### config.mk
export PLATFORM = sky130hd
export DESIGN_NAME = accs_clock_select
export DESIGN_NICKNAME = d
export VERILOG_FILES = /design/src/rtl/accs_pkg.sv /design/src/rtl/accs_clock_select.sv /design/src/rtl/accs_col_divider.sv
export SDC_FILE = /design/constraint.sdc
export NUM_CORES = 1
export LEC_CHECK = 0
export BUFFER_PORTS_ARGS = -buffer_cell sky130_fd_sc_hd__buf_2
export CELL_PAD_IN_SITES_DETAIL_PLACEMENT = 1
export CELL_PAD_IN_SITES_GLOBAL_PLACEMENT = 2
export CORE_MARGIN = 4
export CORE_UTILIZATION = 35
export CTS_CLUSTER_DIAMETER = 120
export CTS_CLUSTER_SIZE = 12
export DETAILED_ROUTE_END_ITERATION = 6
export PLACE_DENSITY_LB_ADDON = 0.25
export SLEW_MARGIN = 30
export SYNTH_ARGS = -nofsm -noshare
export SYNTH_HDL_FRONTEND = slang
export SYNTH_SLANG_ARGS = --single-unit
export TNS_END_PERCENT = 20
### constraint.sdc
create_clock -name clk -period 3.5 [get_ports clk]
set_clock_uncertainty 0.05 [all_clocks]
set_input_delay 0.7 -clock clk [delete_from_list [all_inputs] [get_ports clk]]
set_output_delay 0.7 -clock clk [all_outputs]
set_load 0.02 [all_outputs]
### src/rtl/accs_pkg.sv
// constants shared by the analog column clock selector
package accs_pkg;

  // ------------------------------------------------------------------
  // register bus shape
  // ------------------------------------------------------------------
  localparam int ADDR_W = 8;
  localparam int DATA_W = 8;

  // ------------------------------------------------------------------
  // register offsets
  // ------------------------------------------------------------------
  localparam logic [7:0] CLK_SEL_OFFSET = 8'h60;
  localparam logic [7:0] DIV_CFG_OFFSET = 8'h63;
  localparam logic [7:0] COL_STATUS_OFFSET = 8'h64;

  // ------------------------------------------------------------------
  // reset values
  // ------------------------------------------------------------------
  localparam logic [7:0] CLK_SEL_RESET = 8'h00;
  localparam logic [7:0] DIV_CFG_RESET = 8'h00;

  // ------------------------------------------------------------------
  // field layout: column n owns bits [2n+1:2n] in both registers
  // ------------------------------------------------------------------
  localparam int SEL_W = 2;
  localparam int COL0_LSB = 0;
  localparam int COL1_LSB = 2;
  localparam int COL2_LSB = 4;
  localparam int COL3_LSB = 6;
  localparam int MAX_COLUMNS = 4;

  // ------------------------------------------------------------------
  // source select encodings
  // ------------------------------------------------------------------
  localparam logic [1:0] SRC_VARIABLE_ONE = 2'h0;
  localparam logic [1:0] SRC_VARIABLE_TWO = 2'h1;
  localparam logic [1:0] SRC_ANALOG_ZERO = 2'h2;
  localparam logic [1:0] SRC_ANALOG_ONE = 2'h3;

  // ------------------------------------------------------------------
  // division: column clock toggles every HALF source rising edges
  // ------------------------------------------------------------------
  localparam int FIXED_DIVIDE = 4;
  localparam logic [3:0] FIXED_HALF_EDGES = 4'(FIXED_DIVIDE / 2);
  localparam int HALF_CNT_W = 4;

endpackage : accs_pkg

### src/rtl/accs_clock_select.sv
// analog column clock selector: select register, source muxes, dividers
`timescale 1ns/10ps
`default_nettype none
module accs_clock_select #(
  parameter int NUM_COLUMNS = 4,
  parameter bit REDUCED_TWO_COLUMN = 1'b0
) (
  input wire logic clk,
  input wire logic sys_rst,
  input wire logic [accs_pkg::ADDR_W-1:0] reg_addr,
  input wire logic [accs_pkg::DATA_W-1:0] reg_wdata,
  input wire logic reg_write,
  input wire logic reg_read,
  output logic [accs_pkg::DATA_W-1:0] reg_rdata,
  input wire logic variable_clock_one,
  input wire logic variable_clock_two,
  input wire logic analog_clock_zero,
  input wire logic analog_clock_one,
  output logic [accs_pkg::MAX_COLUMNS-1:0] col_clk
);
  import accs_pkg::*;

  // ------------------------------------------------------------------
  // elaboration checks
  // ------------------------------------------------------------------
  // only the documented column counts exist; the reduced variant is two-column
  if (!(NUM_COLUMNS == 1 || NUM_COLUMNS == 2 || NUM_COLUMNS == 4)) begin : g_bad_cols
    $error("NUM_COLUMNS must be 1, 2 or 4");
  end
  if (REDUCED_TWO_COLUMN && NUM_COLUMNS != 2) begin : g_bad_reduced
    $error("REDUCED_TWO_COLUMN needs NUM_COLUMNS of 2");
  end

  // ------------------------------------------------------------------
  // helpers
  // ------------------------------------------------------------------
  // mask of implemented select bits for the variant
  function automatic logic [7:0] impl_mask(input int cols);
    logic [7:0] m;
    m = 8'h00;
    if (cols == 4) begin
      m = 8'hff;
    end else if (cols == 2) begin
      m = 8'h0f;
    end else begin
      m = 8'h0c;
    end
    return m;
  endfunction : impl_mask

  // pick one sampled source level from a select code
  function automatic logic pick_source(input logic [1:0] sel, input logic [3:0] srcs);
    logic s;
    s = 1'b0;
    case (sel)
      SRC_VARIABLE_ONE: s = srcs[0];
      SRC_VARIABLE_TWO: s = srcs[1];
      SRC_ANALOG_ZERO: s = srcs[2];
      SRC_ANALOG_ONE: s = srcs[3];
      default: s = 1'b0;
    endcase
    return s;
  endfunction : pick_source

  // half period in source edges for a divider configuration field
  function automatic logic [HALF_CNT_W-1:0] cfg_half(input logic [1:0] field);
    logic [HALF_CNT_W-1:0] h;
    h = 4'h1 << field; // divide ratio 2, 4, 8, 16
    return h;
  endfunction : cfg_half

  localparam logic [7:0] SEL_MASK = impl_mask(NUM_COLUMNS);
  // the divider configuration only exists on the reduced variant
  localparam logic [7:0] DIV_MASK = REDUCED_TWO_COLUMN ? 8'h0f : 8'h00;

  // ------------------------------------------------------------------
  // register file
  // ------------------------------------------------------------------
  logic [7:0] sel_reg;
  logic [7:0] sel_next;
  logic [7:0] div_reg;
  logic [7:0] div_next;
  logic [7:0] rdata_reg;
  logic [7:0] rdata_next;
  logic [MAX_COLUMNS-1:0] col_clk_int;

  // writes keep only implemented bits, so reserved bits stay zero
  always_comb begin
    sel_next = sel_reg;
    div_next = div_reg;
    if (reg_write && reg_addr == CLK_SEL_OFFSET) begin
      sel_next = reg_wdata & SEL_MASK;
    end
    if (reg_write && reg_addr == DIV_CFG_OFFSET) begin
      div_next = reg_wdata & DIV_MASK;
    end
  end

  // read data appear in the cycle after the strobe and only then
  always_comb begin
    rdata_next = 8'h00;
    if (reg_read) begin
      case (reg_addr)
        CLK_SEL_OFFSET: rdata_next = sel_reg & SEL_MASK;
        DIV_CFG_OFFSET: rdata_next = div_reg & DIV_MASK;
        COL_STATUS_OFFSET: rdata_next = {4'h0, col_clk_int};
        default: rdata_next = 8'h00; // unmapped reads answer zero
      endcase
    end
  end

  // register stage for the register file and read port
  always_ff @(posedge clk) begin
    if (sys_rst) begin
      sel_reg <= CLK_SEL_RESET;
      div_reg <= DIV_CFG_RESET;
      rdata_reg <= 8'h00;
    end else begin
      sel_reg <= sel_next;
      div_reg <= div_next;
      rdata_reg <= rdata_next;
    end
  end

  assign reg_rdata = rdata_reg;

  // ------------------------------------------------------------------
  // per-column source mux and divider
  // ------------------------------------------------------------------
  logic [3:0] src_bus;
  assign src_bus = {analog_clock_one, analog_clock_zero, variable_clock_two, variable_clock_one};

  // sources are sampled at clk, so each must run well below half of 50 MHz
  for (genvar c = 0; c < MAX_COLUMNS; c++) begin : g_col
    logic src_sel;
    logic [HALF_CNT_W-1:0] half;
    logic present;
    assign present = SEL_MASK[2*c];
    assign src_sel = present ? pick_source(sel_reg[2*c +: SEL_W], src_bus) : 1'b0;
    // fixed quarter rate except on the reduced variant
    assign half = REDUCED_TWO_COLUMN ? cfg_half(div_reg[2*c +: SEL_W])
                                     : FIXED_HALF_EDGES;
    accs_col_divider u_div (
      .clk(clk),
      .sys_rst(sys_rst),
      .src_level(src_sel),
      .half_edges(half),
      .col_clk(col_clk_int[c])
    );
  end

  // absent columns are held low
  assign col_clk = col_clk_int;

endmodule : accs_clock_select
`default_nettype wire

### src/rtl/accs_col_divider.sv
// divides one sampled source clock level into a column clock
`timescale 1ns/10ps
`default_nettype none
module accs_col_divider (
  input wire logic clk,
  input wire logic sys_rst,
  input wire logic src_level,
  input wire logic [accs_pkg::HALF_CNT_W-1:0] half_edges,
  output logic col_clk
);
  import accs_pkg::*;

  logic src_prev_reg;
  logic src_prev_next;
  logic [HALF_CNT_W-1:0] cnt_reg;
  logic [HALF_CNT_W-1:0] cnt_next;
  logic out_reg;
  logic out_next;
  logic rise;

  // ------------------------------------------------------------------
  // edge counting
  // ------------------------------------------------------------------
  // count rising edges of the source; toggle the output every half period
  always_comb begin
    src_prev_next = src_level;
    rise = src_level & ~src_prev_reg;
    cnt_next = cnt_reg;
    out_next = out_reg;
    if (rise) begin
      // >= guards against a half period shrinking below the running count
      if (cnt_reg + 4'h1 >= half_edges) begin
        cnt_next = '0;
        out_next = ~out_reg;
      end else begin
        cnt_next = cnt_reg + 4'h1;
      end
    end
  end

  // registers only
  always_ff @(posedge clk) begin
    if (sys_rst) begin
      src_prev_reg <= 1'b0;
      cnt_reg <= '0;
      out_reg <= 1'b0;
    end else begin
      src_prev_reg <= src_prev_next;
      cnt_reg <= cnt_next;
      out_reg <= out_next;
    end
  end

  assign col_clk = out_reg;

endmodule : accs_col_divider
`default_nettype wire

Word level (Yosys, flattened, before mapping)
Index checks and enable logic that the tools add are counted.

Magnitude comparators: 4. Reductions and logical operators: 10. Mux-type cells: 9. Equal/unequal tests: 14. Add/sub/neg operators: 4. Bitwise operators: 13.

Operators with widths (number): $add 4x1->4 const B (4); $eq 2x2->1 const B (8); $eq 8x7->1 const B (2); $ge 4x2->1 const B (4); $mux 4 (4); $pmux 1 s4 (4); $pmux 8 s2 (1); $not 1->1 (9); $eq 2x1->1 const B (4); $logic_not 2->1 (4); $reduce_and 2->1 (4); $and 1x1->1 (4); $reduce_or 2->1 (1); $logic_and 1x1->1 (1).

Input port bits: 24. Output and inout bits: 12. Register bits: 40. Logic and storage cells: 68.

Depth between registers and ports, before layout
Word-level depth: 4. Depth in mapped cells: 6. Depth with buffers taken out: 6.

Hierarchy
A second synthesis with hierarchy kept.

Cell total of the unflattened synthesis: 238. Area total of the unflattened synthesis: 2337.2 µm².

Modules (own cells, without submodules): accs_col_divider (instances 4, area each 391.6 µm², sequential area each 120.1 µm², cells each 43); accs_clock_select (instances 1, area each 770.7 µm², sequential area each 320.3 µm², cells each 66).

Worst setup path before layout
No wires, ideal clock.

Path type: input to register. From: input port reg_addr[1] (netlist name). To: register sel_reg[0]. Data arrival time: 1746 ps. Required time: 3321 ps. Library setup time: 129 ps. Path buffers: 1. Stages on the path: 5. Setup slack: 1575 ps. Path through: or3_4 > or4_1 > buf_2 > nand2_1 > a21oi_1.

Cells in the longest elaborated chain, start to end: 2.

Ends and longest elaborated chain: start, declared (RTL line accs_clock_select.sv:10) `input wire logic [accs_pkg::ADDR_W-1:0] reg_addr,`; $eq 8x7->1 (RTL line accs_clock_select.sv:91) `if (reg_write && reg_addr == CLK_SEL_OFFSET) begin`; $logic_and 1x1->1 (RTL line accs_clock_select.sv:91); end signal, assigned (RTL line accs_clock_select.sv:119) `sel_reg <= sel_next;`; end, declared (RTL line accs_clock_select.sv:79) `logic [7:0] sel_reg;`.

Every way passes these cells. A chain may end at the register's enable or synchronous reset.

Final worst setup path
Same ends and word-level chain as after synthesis.

==> impl_metrics.tcl <==
set metrics [dict create \
    slowest_delay_ns 0.56 \
    fin_ws_ns 1.660 \
    path_clk_slew_ns 0.07 \
    die_area_sq_um 6669 \
    detail-route-antenna-nets 0 \
    port_buffers 35 \
    fp.dieH_um 81.67 \
    max_freq_mhz 543.4 \
    max_slew.worst_pin.slew_ns 0.6161 \
    grt_pass1_vias 1484 \
    synth.net_count 236 \
    critPathLaunch "reg_addr[1]" \
    cts_buffer_depth 2 \
    worstSkewPairLatency_ns 0.29 \
    ctsResizeCount 0 \
    path_max_fanout 8 \
    finalHoldViolations 0 \
    grt_antenna_before_repair 0 \
    cts-htree-levels 2 \
    slew_headroom_pct 58.93 \
    place_ws_ns 1.330 \
    drt_first_pass_iters 3 \
    drc 0 \
    gp_congestion 0.7638 \
    maxCapViolations 0 \
    fin_cells 306 \
    crit_path_top_delay_cell "or4_1" \
    fin_hold_ws_ns 0.4328 \
    crit_path_end_kind "flip-flop" \
    drtIter0Drc 39 \
    synth_area_sq_um 1899 \
    syn_inst 204 \
    cts_tree "built" \
    start_kind "primary input" \
    setup_viol 0 \
    largest_reg_flops 16 \
    cp_cell_sequence "buf_2 > or3_4 > or4_1 > nand2_1 > a21oi_1" \
    num_vias 1484 \
    antenna-diode-count 0 \
    final_cell_mix "dfxtp_1 (40), buf_2 (35), nor2_1 (16)" \
    fin_crit_sh_pct 52.58 \
    ir_drop_mv 0.2258 \
    overflow 0 \
    synth.distinct_cells 34 \
    wl_per_cell_um 12.82 \
    post_cts_buffers 0 \
    drv_slew 0 \
    critPathKind "primary input to flip-flop" \
    drive_gt1_share_pct 25.42 \
    postLayoutCoreUtil_pct 42.02 \
    p_per_area_nw_per_um2 414.1 \
    ys_ff_latch 40 \
    yosysSeqAreaShare_pct 42.16 \
    die-width_um 81.67 \
    crit_family "simple AND/OR/NAND/NOR gates" \
    grtUsageTotal_pct 13.39 \
    cts_buffers 5 \
    grt_max_degree 39 \
    required_ns 3.60 \
    place_inst 298 \
    post-dp-hpwl_um 3050 \
    yosys_warnings 0 \
    final_common_cell "dfxtp_1" \
    status "finished, final reports clean" \
    hp-class "flip-flop to flip-flop" \
    r2r_start "g_col[0].u_div.cnt_reg[1]" \
    min_from "g_col[3].u_div.cnt_reg[2]" \
    num-nets-final 267 \
    start_util_pct 36.72 \
    area_delta_synth_final_pct 14.43 \
    power_leakage_nw 0.9093 \
    worst-path-buf-inv 1 \
    ctsHoldBuffers 0 \
    fp.coreArea_sq_um 5172 \
    min_period_ns 1.840 \
    synth_area_per_cell_sq_um 9.310 \
    grt_pass1_wl_um 6837 \
    clock-root-buffer "clkbuf_8" \
    crit_arrival_ns 1.94 \
    wl_um 3924 \
    row_count 26 \
    cts_sinks 40 \
    boundaryPins 36 \
    avgViaCountPerCell 4.850 \
    fin_tns_setup_ns 0 \
    rsz0062_at_grt "false" \
]
==> through the flow <==
step | power [mW] | area, sq um
finish | 0.9001 | 2173
global route | 0.9525 | 2173
CTS | 0.9166 | 2173
detailed placement | 0.5935 | 2081
global placement | 0.5907 | 2081
floorplan | 0.5660 | 1899
==> cells in the mapped netlist, drive strengths merged <==
library cell | number | area (sq um)
nor3 | 10 | 61.31
or3 | 1 | 11.26
nand2b | 9 | 58.81
ha | 8 | 100.1
o21ai | 4 | 20.02
inv | 6 | 22.52
a21oi | 12 | 60.06
nand4bb | 1 | 11.26
o31ai | 4 | 30.03
nor2 | 16 | 60.06
or2 | 8 | 50.05
nor2b | 13 | 81.33
or4 | 1 | 7.510
dfxtp | 40 | 800.8
a211oi | 4 | 35.03
and2 | 12 | 75.07
dlygate4sd1 | 1 | 8.760
buf | 8 | 65.06
and3 | 4 | 25.02
clkbuf | 2 | 7.510
nand3b | 4 | 30.03
a22oi | 4 | 30.03
nand2 | 12 | 45.04
nand3 | 12 | 60.06
mux4 | 4 | 93.84
mux2 | 4 | 48.79
==> worst paths after layout <==
kind                               end  depth (start not counted)  slack [ns]
min          g_col[3].u_div.cnt_reg[2]                          1        0.43
max                         sel_reg[0]                          5        1.66
max reg2reg     g_col[0].u_div.col_clk                          6        1.83
min reg2reg  g_col[3].u_div.cnt_reg[2]                          1        0.43
==> routing by layer <==
| metal | track usage (%) | part of all wire [%] |
|---|---|---|
| met5 | 0 | 0 |
| met4 | 4.485 | 1.6 |
| met3 | 3.947 | 4.1 |
| met2 | 22.96 | 48 |
| met1 | 15.97 | 46 |
==> cell type report <==
cell class | count | area (sq um)
Fill cell | 621 | 2999
Multi-Input combinational cell | 147 | 994.7
Sequential cell | 40 | 800.8
Timing Repair Buffer | 35 | 175.2
Tap cell | 70 | 87.58
Clock buffer | 6 | 82.58
Inverter | 6 | 22.52
Clock inverter | 2 | 10.01
==> cell families after synthesis <==
logic type / share of synthesized area, %
AOI/OAI and AO/OA: 9.223
adders and majority gates: 5.270
buffers and inverters: 5.468
DFF: 42.16
muxes: 7.510
and+or+nand+nor: 30.37
==> report_power, final <==
part	leakage (nW)	switching, mW	internal (mW)	total (mW)
Sequential	0.324	0.0148	0.467	0.482
Clock	0.0510	0.161	0.157	0.318
Combinational	0.534	0.0517	0.0479	0.0996
No activity file was read; power rests on OpenSTA's default activity.
